<file path="src/bfg_consts.svh">
`ifndef BFG_CONSTS_SVH
`define BFG_CONSTS_SVH

// Flash page address width and fixed stall-region start page.
`define BFG_PAGE_W 9
`define BFG_STALL_START 9'h1E0

// Boot-loader region start page for each boot size selection.
// Every start lies at or above the stall-region start.
`define BFG_BOOT_START_0 9'h1E0
`define BFG_BOOT_START_1 9'h1F0
`define BFG_BOOT_START_2 9'h1F8
`define BFG_BOOT_START_3 9'h1FC

// Duration of one page erase or page write.
`define BFG_PROG_NS 4000
`define BFG_CLK_NS 10
`define BFG_PROG_CYC ((`BFG_PROG_NS + `BFG_CLK_NS - 1) / `BFG_CLK_NS)
`define BFG_CNT_W 16

// Register byte offsets.
`define BFG_OFS_CTRL 4'h0
`define BFG_OFS_LOCK 4'h4
`define BFG_OFS_FUSE 4'h8

// Control and status field positions.
`define BFG_CTRL_ACTIVE 0
`define BFG_CTRL_REEN 4
`define BFG_CTRL_BUSY 6

// Lock field positions and unprogrammed value.
`define BFG_LOCK_LDR_LO 0
`define BFG_LOCK_LDR_UP 1
`define BFG_LOCK_APP_LO 2
`define BFG_LOCK_APP_UP 3
`define BFG_LOCK_UNPROG 4'hF

`endif

</file>
<file path="src/bfg_pkg.sv">
`include "bfg_consts.svh"
`default_nettype none

package bfg_pkg;

  typedef enum logic [1:0] {
    BFG_OP_LOAD,
    BFG_OP_ERASE,
    BFG_OP_WRITE,
    BFG_OP_LOCKSET
  } bfg_op_t;

  typedef enum logic {
    BFG_IDLE,
    BFG_BUSY
  } bfg_state_t;

  typedef struct packed {
    logic app_upper;
    logic app_lower;
    logic loader_upper;
    logic loader_lower;
  } bfg_lock_t;

  typedef struct packed {
    logic spm_req;
    bfg_op_t spm_op;
    logic [`BFG_PAGE_W-1:0] spm_page;
    logic [3:0] lock_data;
    logic lpm_req;
    logic [`BFG_PAGE_W-1:0] lpm_page;
    logic [`BFG_PAGE_W-1:0] pc_page;
    logic ivec_in_loader;
  } bfg_core_req_t;

  typedef struct packed {
    logic spm_accept;
    logic spm_refuse;
    logic lpm_deny;
    logic cpu_halt;
    logic irq_disable;
    logic fetch_blocked;
    logic region_busy_flag;
  } bfg_core_rsp_t;

  typedef struct packed {
    bfg_state_t state;
    logic [`BFG_CNT_W-1:0] cnt;
    logic region_busy_flag;
    logic halting;
    bfg_lock_t locks;
    logic ack;
    logic [31:0] rdata;
  } bfg_st_t;

endpackage

`default_nettype wire

</file>
<file path="src/bfg_guard.sv">
// Contract
// Programming starts only when the store instruction runs from the boot-loader region.
// Boot size fuses set the application / boot-loader boundary.
// A fixed boundary splits flash into read-while-write and stall regions.
// Programming a read-while-write page lets the core run from the stall region.
// Programming a stall-region page halts the core for the whole operation.
// Software avoids the busy read-while-write region and handles interrupts itself.
// The boot-loader region always lies inside the stall region.
// The busy flag reads one while the read-while-write region is blocked.
// Software clears the busy flag before running read-while-write code.
// Locks are programmed by software or programmer, restored only by chip erase.
// The general write lock does not affect store-program flash writes.
// The general read/write lock does not restrict table reads or stores.
// Application locks both one: no restriction on the application region.
// Application locks upper one, lower zero: stores to application blocked.
// Application locks both zero: stores and boot-loader table reads blocked.
// Application upper zero, lower one: boot-loader table reads blocked, stores allowed.
// Application read lock with vectors in boot-loader: interrupts off in application.
// Boot-loader locks both one: no restriction on the boot-loader region.
// Boot-loader upper one, lower zero: stores to boot-loader blocked.
// Boot-loader locks both zero: stores and application table reads blocked.
// Boot-loader upper zero, lower one: application table reads of it blocked.
// Boot-loader read lock with vectors in application: interrupts off in boot-loader.
// Busy flag clears on read re-enable after completion or on page load.
// Each access is classified by page against both boundaries before deciding.
`timescale 1ns/1ps
`default_nettype none
`include "bfg_consts.svh"

module bfg_guard (
  // Clock and reset
  input wire logic core_clk,
  input wire logic rst,
  // Avalon-MM register slave
  input wire logic [3:0] avs_address,
  input wire logic avs_read,
  input wire logic avs_write,
  input wire logic [31:0] avs_writedata,
  output logic [31:0] avs_readdata,
  output logic avs_waitrequest,
  // Fuses and non-volatile lock image
  input wire logic [1:0] boot_size_select,
  input wire logic [3:0] nv_lock_init,
  // External programming port
  input wire logic ext_lock_wr,
  input wire logic [3:0] ext_lock_data,
  input wire logic chip_erase,
  // Processor core
  input wire bfg_pkg::bfg_core_req_t core_req,
  output bfg_pkg::bfg_core_rsp_t core_rsp
);

  bfg_pkg::bfg_st_t st_ff;
  bfg_pkg::bfg_st_t nxt_st;
  logic [`BFG_PAGE_W-1:0] boot_start;
  logic pc_in_loader;
  logic spm_in_loader;
  logic spm_in_stall;
  logic lpm_in_loader;
  logic lpm_in_stall;
  logic pc_in_stall;
  logic wr_blocked;
  logic lpm_lock_deny;
  logic spm_ok;
  logic spm_start;
  logic reg_access;
  logic reenable_wr;

  // Boot size selects where the boot-loader region starts.
  always_comb begin
    case (boot_size_select)
      2'h0: boot_start = `BFG_BOOT_START_0;
      2'h1: boot_start = `BFG_BOOT_START_1;
      2'h2: boot_start = `BFG_BOOT_START_2;
      default: boot_start = `BFG_BOOT_START_3;
    endcase
  end

  // Every page is classified against both boundaries first.
  assign pc_in_loader = core_req.pc_page >= boot_start;
  assign spm_in_loader = core_req.spm_page >= boot_start;
  assign lpm_in_loader = core_req.lpm_page >= boot_start;
  assign spm_in_stall = core_req.spm_page >= `BFG_STALL_START;
  assign lpm_in_stall = core_req.lpm_page >= `BFG_STALL_START;
  assign pc_in_stall = core_req.pc_page >= `BFG_STALL_START;

  // A lower lock bit at zero forbids stores into its region.

  assign wr_blocked = spm_in_loader ? !st_ff.locks.loader_lower : !st_ff.locks.app_lower;

  // An upper lock bit at zero forbids table reads from the other region.

  always_comb begin
    lpm_lock_deny = 1'b0;
    if (pc_in_loader && !lpm_in_loader) begin
      lpm_lock_deny = !st_ff.locks.app_upper;
    end else if (!pc_in_loader && lpm_in_loader) begin
      lpm_lock_deny = !st_ff.locks.loader_upper;
    end
  end

  // The general memory lock modes never enter this decision.
  // Stores run only from the boot-loader region while idle; erase or write also needs the target region's lower lock bit at one.
  always_comb begin
    spm_ok = pc_in_loader && (st_ff.state == bfg_pkg::BFG_IDLE);
    if ((core_req.spm_op == bfg_pkg::BFG_OP_ERASE) ||
        (core_req.spm_op == bfg_pkg::BFG_OP_WRITE)) begin
      spm_ok = spm_ok && !wr_blocked;
    end
  end
  assign spm_start = core_req.spm_req && spm_ok;

  assign reg_access = avs_read || avs_write;
  // A write lands only at the edge at which the master sees waitrequest low.
  assign reenable_wr = avs_write && st_ff.ack && (avs_address == `BFG_OFS_CTRL) &&
                       avs_writedata[`BFG_CTRL_REEN];

  always_comb begin
    nxt_st = st_ff;
    nxt_st.ack = reg_access && !st_ff.ack;
    nxt_st.rdata = 32'h0000_0000;
    if (avs_read && !st_ff.ack) begin
      case (avs_address)
        `BFG_OFS_CTRL: begin
          nxt_st.rdata[`BFG_CTRL_BUSY] = st_ff.region_busy_flag;
          nxt_st.rdata[`BFG_CTRL_ACTIVE] = (st_ff.state == bfg_pkg::BFG_BUSY);
        end
        `BFG_OFS_LOCK: nxt_st.rdata[3:0] = st_ff.locks;
        `BFG_OFS_FUSE: nxt_st.rdata[1:0] = boot_size_select;
        default: nxt_st.rdata = 32'h0000_0000;
      endcase
    end
    // Locks only move from one to zero; chip erase alone restores them.
    if (avs_write && st_ff.ack && (avs_address == `BFG_OFS_LOCK)) begin
      nxt_st.locks = nxt_st.locks & avs_writedata[3:0];
    end
    if (ext_lock_wr) begin
      nxt_st.locks = nxt_st.locks & ext_lock_data;
    end
    // Re-enable is ignored while an erase or write is still running.
    if (reenable_wr && (st_ff.state == bfg_pkg::BFG_IDLE)) begin
      nxt_st.region_busy_flag = 1'b0;
    end
    case (st_ff.state)
      bfg_pkg::BFG_IDLE: begin
        if (spm_start) begin
          case (core_req.spm_op)
            bfg_pkg::BFG_OP_LOAD: nxt_st.region_busy_flag = 1'b0;
            bfg_pkg::BFG_OP_LOCKSET: nxt_st.locks = nxt_st.locks & core_req.lock_data;
            default: begin
              nxt_st.state = bfg_pkg::BFG_BUSY;
              nxt_st.cnt = `BFG_CNT_W'(`BFG_PROG_CYC - 1);
              // Stall-region target halts the core, otherwise the read-while-write region is blocked.
              nxt_st.halting = spm_in_stall;
              if (!spm_in_stall) begin
                nxt_st.region_busy_flag = 1'b1;
              end
            end
          endcase
        end
      end
      bfg_pkg::BFG_BUSY: begin
        if (st_ff.cnt == '0) begin
          nxt_st.state = bfg_pkg::BFG_IDLE;
          nxt_st.halting = 1'b0;
        end else begin
          nxt_st.cnt = st_ff.cnt - 1'b1;
        end
      end
      default: nxt_st.state = bfg_pkg::BFG_IDLE;
    endcase
    if (chip_erase) begin
      nxt_st.locks = `BFG_LOCK_UNPROG;
    end
  end

  always_ff @(posedge core_clk) begin
    if (rst) begin
      st_ff.state <= bfg_pkg::BFG_IDLE;
      st_ff.cnt <= '0;
      st_ff.region_busy_flag <= 1'b0;
      st_ff.halting <= 1'b0;
      // Locks are non-volatile, so reset reloads their stored image.
      st_ff.locks <= nv_lock_init;
      st_ff.ack <= 1'b0;
      st_ff.rdata <= 32'h0000_0000;
    end else begin
      st_ff <= nxt_st;
    end
  end

  assign avs_waitrequest = reg_access && !st_ff.ack;
  assign avs_readdata = st_ff.rdata;

  always_comb begin
    core_rsp.spm_accept = spm_start;
    core_rsp.spm_refuse = core_req.spm_req && !spm_ok;
    core_rsp.cpu_halt = st_ff.halting;
    // The busy read-while-write region is off limits to table reads.
    core_rsp.lpm_deny = core_req.lpm_req &&
                        (lpm_lock_deny || (st_ff.region_busy_flag && !lpm_in_stall));
    // Flags a fetch the core should never make; software must avoid it.
    core_rsp.fetch_blocked = st_ff.region_busy_flag && !pc_in_stall;
    core_rsp.irq_disable =
      (!pc_in_loader && core_req.ivec_in_loader && !st_ff.locks.app_upper) ||
      (pc_in_loader && !core_req.ivec_in_loader && !st_ff.locks.loader_upper);
    core_rsp.region_busy_flag = st_ff.region_busy_flag;
  end

endmodule

`default_nettype wire

</file>
<file path="config.mk">
export PLATFORM = sky130hd
export DESIGN_NAME = bfg_guard
export DESIGN_NICKNAME = d
export VERILOG_FILES = /design/src/bfg_pkg.sv /design/src/bfg_guard.sv
export VERILOG_INCLUDE_DIRS = /design/src
export SDC_FILE = /design/constraint.sdc
export NUM_CORES = 1
export LEC_CHECK = 0
export ABC_CLOCK_PERIOD_IN_PS = 3500
export BUFFER_PORTS_ARGS = -buffer_cell sky130_fd_sc_hd__buf_2
export CAP_MARGIN = 20
export CORE_MARGIN = 2
export CORE_UTILIZATION = 47
export DETAILED_ROUTE_END_ITERATION = 12
export PLACE_DENSITY_LB_ADDON = 0.05
export SLEW_MARGIN = 15
export SYNTH_ARGS = -nofsm -noshare
export SYNTH_HDL_FRONTEND = slang
export SYNTH_SLANG_ARGS = --single-unit
export TNS_END_PERCENT = 10
</file>
<file path="constraint.sdc">
create_clock -name core_clk -period 3.5 [get_ports core_clk]
set_input_delay 0.525 -clock core_clk [delete_from_list [all_inputs] [get_ports core_clk]]
set_output_delay 0.525 -clock core_clk [all_outputs]
set_load 0.005 [all_outputs]
</file>
### Yosys cells after proc, flatten, opt, wreduce, memory -nomap -nowiden

Cells that the tools add are included.

* flip-flop bits (word level): 56
* input bits: 88
* output and inout bits: 40
* word-level logic and storage cells: 112

* add/sub/neg operators: 1
* $lt $le $gt $ge: 6
* equal/unequal tests: 11
* muxes and demuxes: 28
* bitwise gates (word level): 7
* reductions and logical operators: 46

Operators by type and width (number)
* $mux W37: 1
* $pmux W17 S2: 1
* $ge A9 B9 Y1: 3
* $ge A9 B9 Y1 const B: 3
* $mux W23: 1
* $logic_and A1 B1 Y1: 20
* $mux W4: 5
* $mux W17: 1
* $logic_not A16 Y1: 1
* $mux W16: 1
* $sub A16 B1 Y16 const B: 1
* $pmux W5 S3: 1
* $and A4 B4 Y4: 3
* $logic_not A1 Y1: 12
* $mux W1: 11
* $mux W7: 1
* $eq A2 B2 Y1 const B: 3
* $ne A2 B2 Y1 const B: 3
* $pmux W1 S2: 3
* $reduce_and A3 Y1: 2
* $reduce_or A3 Y1: 2
* $eq A2 B1 Y1 const B: 2
* $eq A4 B3 Y1 const B: 1
* $eq A4 B4 Y1 const B: 1
* 8 further kinds: 16

### Depth between registers and ports, before layout

Gate-level depths: netlist of the first run.

* depth after elaboration: 12
* mapped depth: 8
* mapped depth without buffers: 7

### Worst setup path after synthesis of the first run

No wires, ideal clock.

* kind: input to output
* from: in boot_size_select[1]
* to: out core_rsp[4] in the netlist's numbering
* arrival time: 2.284 ns
* data required time: 2.975 ns
* path slack: 0.691 ns
* cell stages on the path: 7
* buffers on the path: 0
* cell sequence: and2_1 -> ha_1 -> or3b_4 -> a31oi_4 -> o21ai_0 -> or3_1 -> a21boi_0

RTL lines
* start, declared: RTL line bfg_guard.sv:42 `input wire logic [1:0] boot_size_select,`
* end, declared: RTL line bfg_guard.sv:50 `output bfg_pkg::bfg_core_rsp_t core_rsp`

==> results of run 1 <==
-- through the flow --
| step | util | instance area, um2 |
|---|---|---|
| 3_5_place_dp | 0.545 | 2370 |
| 3_3_place_gp | 0.545 | 2370 |
| 4_1_cts | 0.573 | 2490 |
| 5_1_grt | 0.573 | 2490 |
| 2_1_floorplan | - | 2230 |
| 6_report | 0.573 | 2490 |
-- logic make-up after synthesis --
family | Yosys count | share of synthesized area
AO/OA/AOI/OAI | 55 | 0.197
AND/OR/NAND/NOR | 89 | 0.246
buffers and inverters | 57 | 0.163
flip-flops | 29 | 0.272
other | 1 | 0.00176
XOR/XNOR | 11 | 0.0452
adder cells (fa/ha/maj) | 11 | 0.0646
multiplexers | 2 | 0.00940
-- Yosys cell counts, drive strengths merged, types with 3 or more instances --
library cell  number
buf               37
dfxtp             29
nor3              16
inv               13
nor2              13
ha                11
o21ai             10
a21oi              9
clkbuf             7
nand2              7
nor2b              7
nor4               7
xor2               7
o211ai             6
a31oi              5
nand2b             5
o2111ai            5
or3                5
a2111oi            4
nand4              4
xnor2              4
and3               3
nand3b             3
o31ai              3
or3b               3
or4                3
-- worst reg2reg max path, stage by stage (launching register included) --
cell and delay [ns]:
dfxtp_1 0.36, inv_1 0.06, ha_1 0.22, nor2b_1 0.17
nand4_1 0.38, o21a_1 0.31, or3b_2 0.47, a31oi_1 0.15
-- worst max path at each step --
| stage | startpoint | slack [ns] | endpoint |
|---|---|---|---|
| CTS | boot_size_select[1] | 0.34 | core_rsp[5] |
| floorplan | boot_size_select[1] | 0.69 | core_rsp[4] |
| global route | boot_size_select[1] | 0.21 | core_rsp[5] |
| detailed placement | boot_size_select[1] | 0.35 | core_rsp[5] |
| global placement | boot_size_select[1] | 0.37 | core_rsp[5] |
| finish | boot_size_select[1] | 0.33 | core_rsp[5] |
-- report_power, final --
part	internal, mW	leakage (nW)	switching [mW]
sequential	0.337	0.235	0.00710
combinational	0.0539	0.830	0.0620
clock	0.231	0.0574	0.139
total	0.622	1.12	0.208
-- sequential cells by signal, summed over array words and instances, names as in the netlist --
signal,cells
st_ff,22
avs_readdata,5
core_rsp,2
-- final cells by class --
class,instances,area share
clock inverter,2,0.0150
tap,52,0.0261
timing repair buffer,75,0.152
inverter,13,0.0196
clock buffer,6,0.0331
sequential,29,0.233
multi-input combinational,195,0.521
-- per-layer routing --
layer / part of all wire / track usage / up-vias
met5: 0 / 0 / -
met1: 0.48 / 0.269 / 897
met3: 0.059 / 0.0380 / 9
met2: 0.45 / 0.290 / 70
met4: 0.018 / 0.0608 / 0
li1: - / - / 1004
==> flow_metrics.env, run 1 <==
export IMPL_synthArstFlopShare=0
export IMPL_hold_viol=0
export IMPL_drv_slew=0
export IMPL_critPathMaxStageDelay_ns=0.37
export IMPL_crit_fanout=6
export IMPL_pin_count=128
export IMPL_cp_depth=9
export IMPL_nets=418
export IMPL_worst_pin_slew_ns=0.488
export IMPL_crit_required_ns=2.97
export IMPL_cts_sinks=29
export IMPL_rsz0062_at_grt="false"
export IMPL_io_buffers=73
export IMPL_vias=1980
export IMPL_synth_ff_type="dfxtp_1"
export IMPL_final_cell_mix="73 x buf_2, 29 x dfxtp_1, 27 x conb_1, 16 x nor3_1"
export IMPL_syn_inst=255
export IMPL_status="finished, final reports clean"
export IMPL_start_util=0.489
export IMPL_power_density_mw_per_mm2=332
export IMPL_finalCritPeriodShare=0.905
export IMPL_grt_max_degree=26
export IMPL_maxCapViolCount=0
export IMPL_path_class="in2out"
export IMPL_die_y_um=71.3
export IMPL_arrival_ns=2.64
export IMPL_reg2reg_to="st_ff[42]"
export IMPL_hold_buffers=0
export IMPL_die_area_mm2=0.00509
export IMPL_hold_depth=3
export IMPL_dpl_hpwl_um=3860
export IMPL_via_per_inst=5.32
export IMPL_fp_coreArea_mm2=0.00435
export IMPL_p_leak_nw=1.12
export IMPL_cts_htree_levels=2
export IMPL_placedCellCount=364
export IMPL_cts_buffers=5
export IMPL_setup_viol=0
export IMPL_skew_ns=0.00595
export IMPL_area_growth_pct=17.1
export IMPL_ys_ff_latch=29
export IMPL_cts_tree="built"
export IMPL_wl_per_cell_um=13.2
export IMPL_yosysSeqAreaShare=0.272
export IMPL_insertion_delay_ns=0.28
export IMPL_clk_path_buf_depth=2
export IMPL_crit_path_start_kind="primary input"
export IMPL_worst_path_most_repeated_cell="buf_2"
export IMPL_min_period_ns=3.17
export IMPL_num_antenna_cells=0
export IMPL_cp_top_family="simple AND/OR/NAND/NOR gates"
export IMPL_whs_ns=0.460
export IMPL_layout_setup_ws_ns=0.332
export IMPL_cts_clk_slew_worst_paths_ns=0.06
export IMPL_synth_edf_count=0
export IMPL_dr_first_iter_drc_count=79
export IMPL_fmax_ghz=0.316
export IMPL_multiInputGateArea_mm2=0.00130
export IMPL_grt_pass1_vias=1685
export IMPL_crit_path_end_kind="output port"
export IMPL_hold_end="st_ff[34]"
export IMPL_cts_resized=0
export IMPL_hp_start="nv_lock_init[1]"
export IMPL_routed_wl_um=4890
export IMPL_antenna_found_initial=0
export IMPL_syn_area_mm2=0.00213
export IMPL_hp_class="in2reg"
export IMPL_yosys_warnings=0
export IMPL_crit_chain="buf_2, and2_1, ha_1, or3b_1, a221o_1, mux2i_1, a211oi_1, nor2b_1, buf_2"
export IMPL_grt_first_pass_wirelength_um=7830
export IMPL_p_total_mw=0.829
export IMPL_register_area_um2=581
export IMPL_reg2reg_depth=7
export IMPL_grt_overflow_total=0
export IMPL_crit_slowest_cell="or3b_1"
export IMPL_core_rowCount=24
export IMPL_antenna_left=0
export IMPL_die_x_um=71.3
export IMPL_drive_gt1_frac=0.281
export IMPL_drcViolationCount=0
export IMPL_place_gp_congestion=0.815
export IMPL_peakVddDrop_uv=187
export IMPL_cts_root_buf="clkbuf_8"
export IMPL_syn_area_per_cell_um2=8.36
export IMPL_synth_top_area_cell="dfxtp_1"
export IMPL_fillCellCount=447
export IMPL_maxSlewHeadroom=0.666
export IMPL_yosysUniqueCellTypes=52
export IMPL_fin_cells=372
export IMPL_first_pass_iters=6
export IMPL_regToRegSetupSlack_ns=1.32
export IMPL_setup_tns_ns=0
export IMPL_yosys_area_top_type_share=0.272
export IMPL_cts_setup_buffers=0
export IMPL_r2r_start="st_ff[39]"
export IMPL_cp_num_buf_inv=2
export IMPL_track_usage=0.190
export IMPL_ys_top_cells_by_area="dfxtp_1 27%, buf_4 12%, ha_1 6.5%"
export IMPL_place_ws_ns=0.352
export IMPL_final_common_cell="buf_2"
No activity file was read; power rests on OpenSTA's default activity.
==> run 2, diff against run 1 <==
PLACE_DENSITY = 0.86   (was default)
PLACE_DENSITY_LB_ADDON = default   (was 0.05)
==> flow_metrics.env, run 2 (same netlist as run 1, synthesis figures left out) <==
export IMPL_status="finished, final reports clean"
export IMPL_peakVddDrop_uv=204
export IMPL_first_pass_iters=4
export IMPL_crit_fanout=6
export IMPL_fmax_ghz=0.322
export IMPL_worst_pin_slew_ns=0.649
export IMPL_pin_count=128
export IMPL_die_x_um=71.3
export IMPL_antenna_found_initial=0
export IMPL_whs_ns=0.462
export IMPL_final_cell_mix="73 x buf_2, 29 x dfxtp_1, 27 x conb_1, 16 x nor3_1"
export IMPL_power_density_mw_per_mm2=328
export IMPL_insertion_delay_ns=0.28
export IMPL_crit_chain="buf_2, and2_1, ha_1, or3b_1, a221o_1, mux2i_1, a211oi_1, nor2b_1, buf_2"
export IMPL_crit_required_ns=2.97
export IMPL_grt_overflow_total=0
export IMPL_min_period_ns=3.11
export IMPL_crit_path_end_kind="output port"
export IMPL_path_class="in2out"
export IMPL_crit_slowest_cell="or3b_1"
export IMPL_nets=418
export IMPL_io_buffers=73
export IMPL_via_per_inst=5.44
export IMPL_start_util=0.489
export IMPL_routed_wl_um=4980
export IMPL_place_gp_congestion=0.861
export IMPL_skew_ns=0.00339
export IMPL_final_common_cell="buf_2"
export IMPL_cp_top_family="simple AND/OR/NAND/NOR gates"
export IMPL_die_area_mm2=0.00509
export IMPL_clk_path_buf_depth=2
export IMPL_dr_first_iter_drc_count=84
export IMPL_largest_register_ffs=22
export IMPL_hold_viol=0
export IMPL_fp_coreArea_mm2=0.00435
export IMPL_drive_gt1_frac=0.278
export IMPL_fillCellCount=374
export IMPL_track_usage=0.200
export IMPL_cp_num_buf_inv=2
export IMPL_cts_setup_buffers=0
export IMPL_setup_tns_ns=0
export IMPL_wl_per_cell_um=13.4
export IMPL_rsz0062_at_grt="false"
export IMPL_num_antenna_cells=0
export IMPL_maxCapViolCount=0
export IMPL_grt_max_degree=26
export IMPL_finalCritPeriodShare=0.889
export IMPL_arrival_ns=2.59
export IMPL_cts_root_buf="clkbuf_8"
export IMPL_p_leak_nw=1.12
export IMPL_cts_clk_slew_worst_paths_ns=0.06
export IMPL_dpl_hpwl_um=4000
export IMPL_cts_resized=0
export IMPL_antenna_left=0
export IMPL_setup_viol=0
export IMPL_maxSlewHeadroom=0.564
export IMPL_drv_slew=0
export IMPL_grt_first_pass_wirelength_um=8220
export IMPL_cts_buffers=5
export IMPL_core_rowCount=24
export IMPL_drcViolationCount=0
export IMPL_area_growth_pct=16.9
export IMPL_crit_path_start_kind="primary input"
export IMPL_hp_class="in2reg"
export IMPL_cts_sinks=29
export IMPL_cts_tree="built"
export IMPL_critPathMaxStageDelay_ns=0.37
export IMPL_worst_path_most_repeated_cell="buf_2"
export IMPL_top_register="st_ff"
export IMPL_hold_buffers=0
export IMPL_grt_pass1_vias=1853
export IMPL_vias=2024
export IMPL_cts_htree_levels=2
export IMPL_die_y_um=71.3
run 2: layer usage:
layer | vias to the layer above | routed length [um] | GRT usage
met4 | 0 | 64 | 0.0713
met3 | 6 | 394 | 0.0380
li1 | 1008 | - | -
met2 | 78 | 2400 | 0.331
met5 | - | 0 | 0
met1 | 932 | 2120 | 0.260
run 2: path summary, 6_finish.rpt:
check	startpoint	end	slack [ns]	depth (start not counted)
worst min-delay path	nv_lock_init[2]	st_ff[35]	0.46	3
worst max-delay path	boot_size_select[1]	core_rsp[5]	0.39	9
worst max register to register	st_ff[39]	st_ff[42]	1.33	7
worst min register to register	st_ff[32]	st_ff[32]	0.51	1
run 2: area by class of cell:
type / count / area (um2) / area share
Clock buffer: 7 / 86.3 / 0.0347
Clock inverter: 1 / 30.0 / 0.0121
Inverter: 13 / 48.8 / 0.0196
Multi-Input combinational cell: 195 / 1300 / 0.522
Sequential cell: 29 / 581 / 0.233
Tap cell: 52 / 65.1 / 0.0261
Timing Repair Buffer: 75 / 380 / 0.153
run 2: power by group:
group	switching [mW]	total, mW	internal (mW)
combinational	0.0618	0.116	0.0542
clock	0.123	0.355	0.232
sequential	0.00949	0.346	0.337
total	0.194	0.817	0.623
run 2: stage by stage:
stage               instance area [um2]   util  power, mW  cells  worst slack (ns)
finish                             2490  0.572      0.817    372             0.390
global route                       2490  0.572      0.864    372             0.223
CTS                                2490  0.572      0.827    372             0.393
detailed placement                 2370  0.545      0.468    364             0.395
global placement                   2370  0.545      0.464    364             0.452
floorplan                          2230      -      0.436    281             0.691
run 2: worst register-to-register path, stage by stage (launching register included):
cell,delay [ns]
dfxtp_1,0.36
inv_1,0.05
ha_1,0.23
nor2b_1,0.15
nand4_1,0.36
o21a_1,0.32
or3b_2,0.47
a31oi_1,0.15
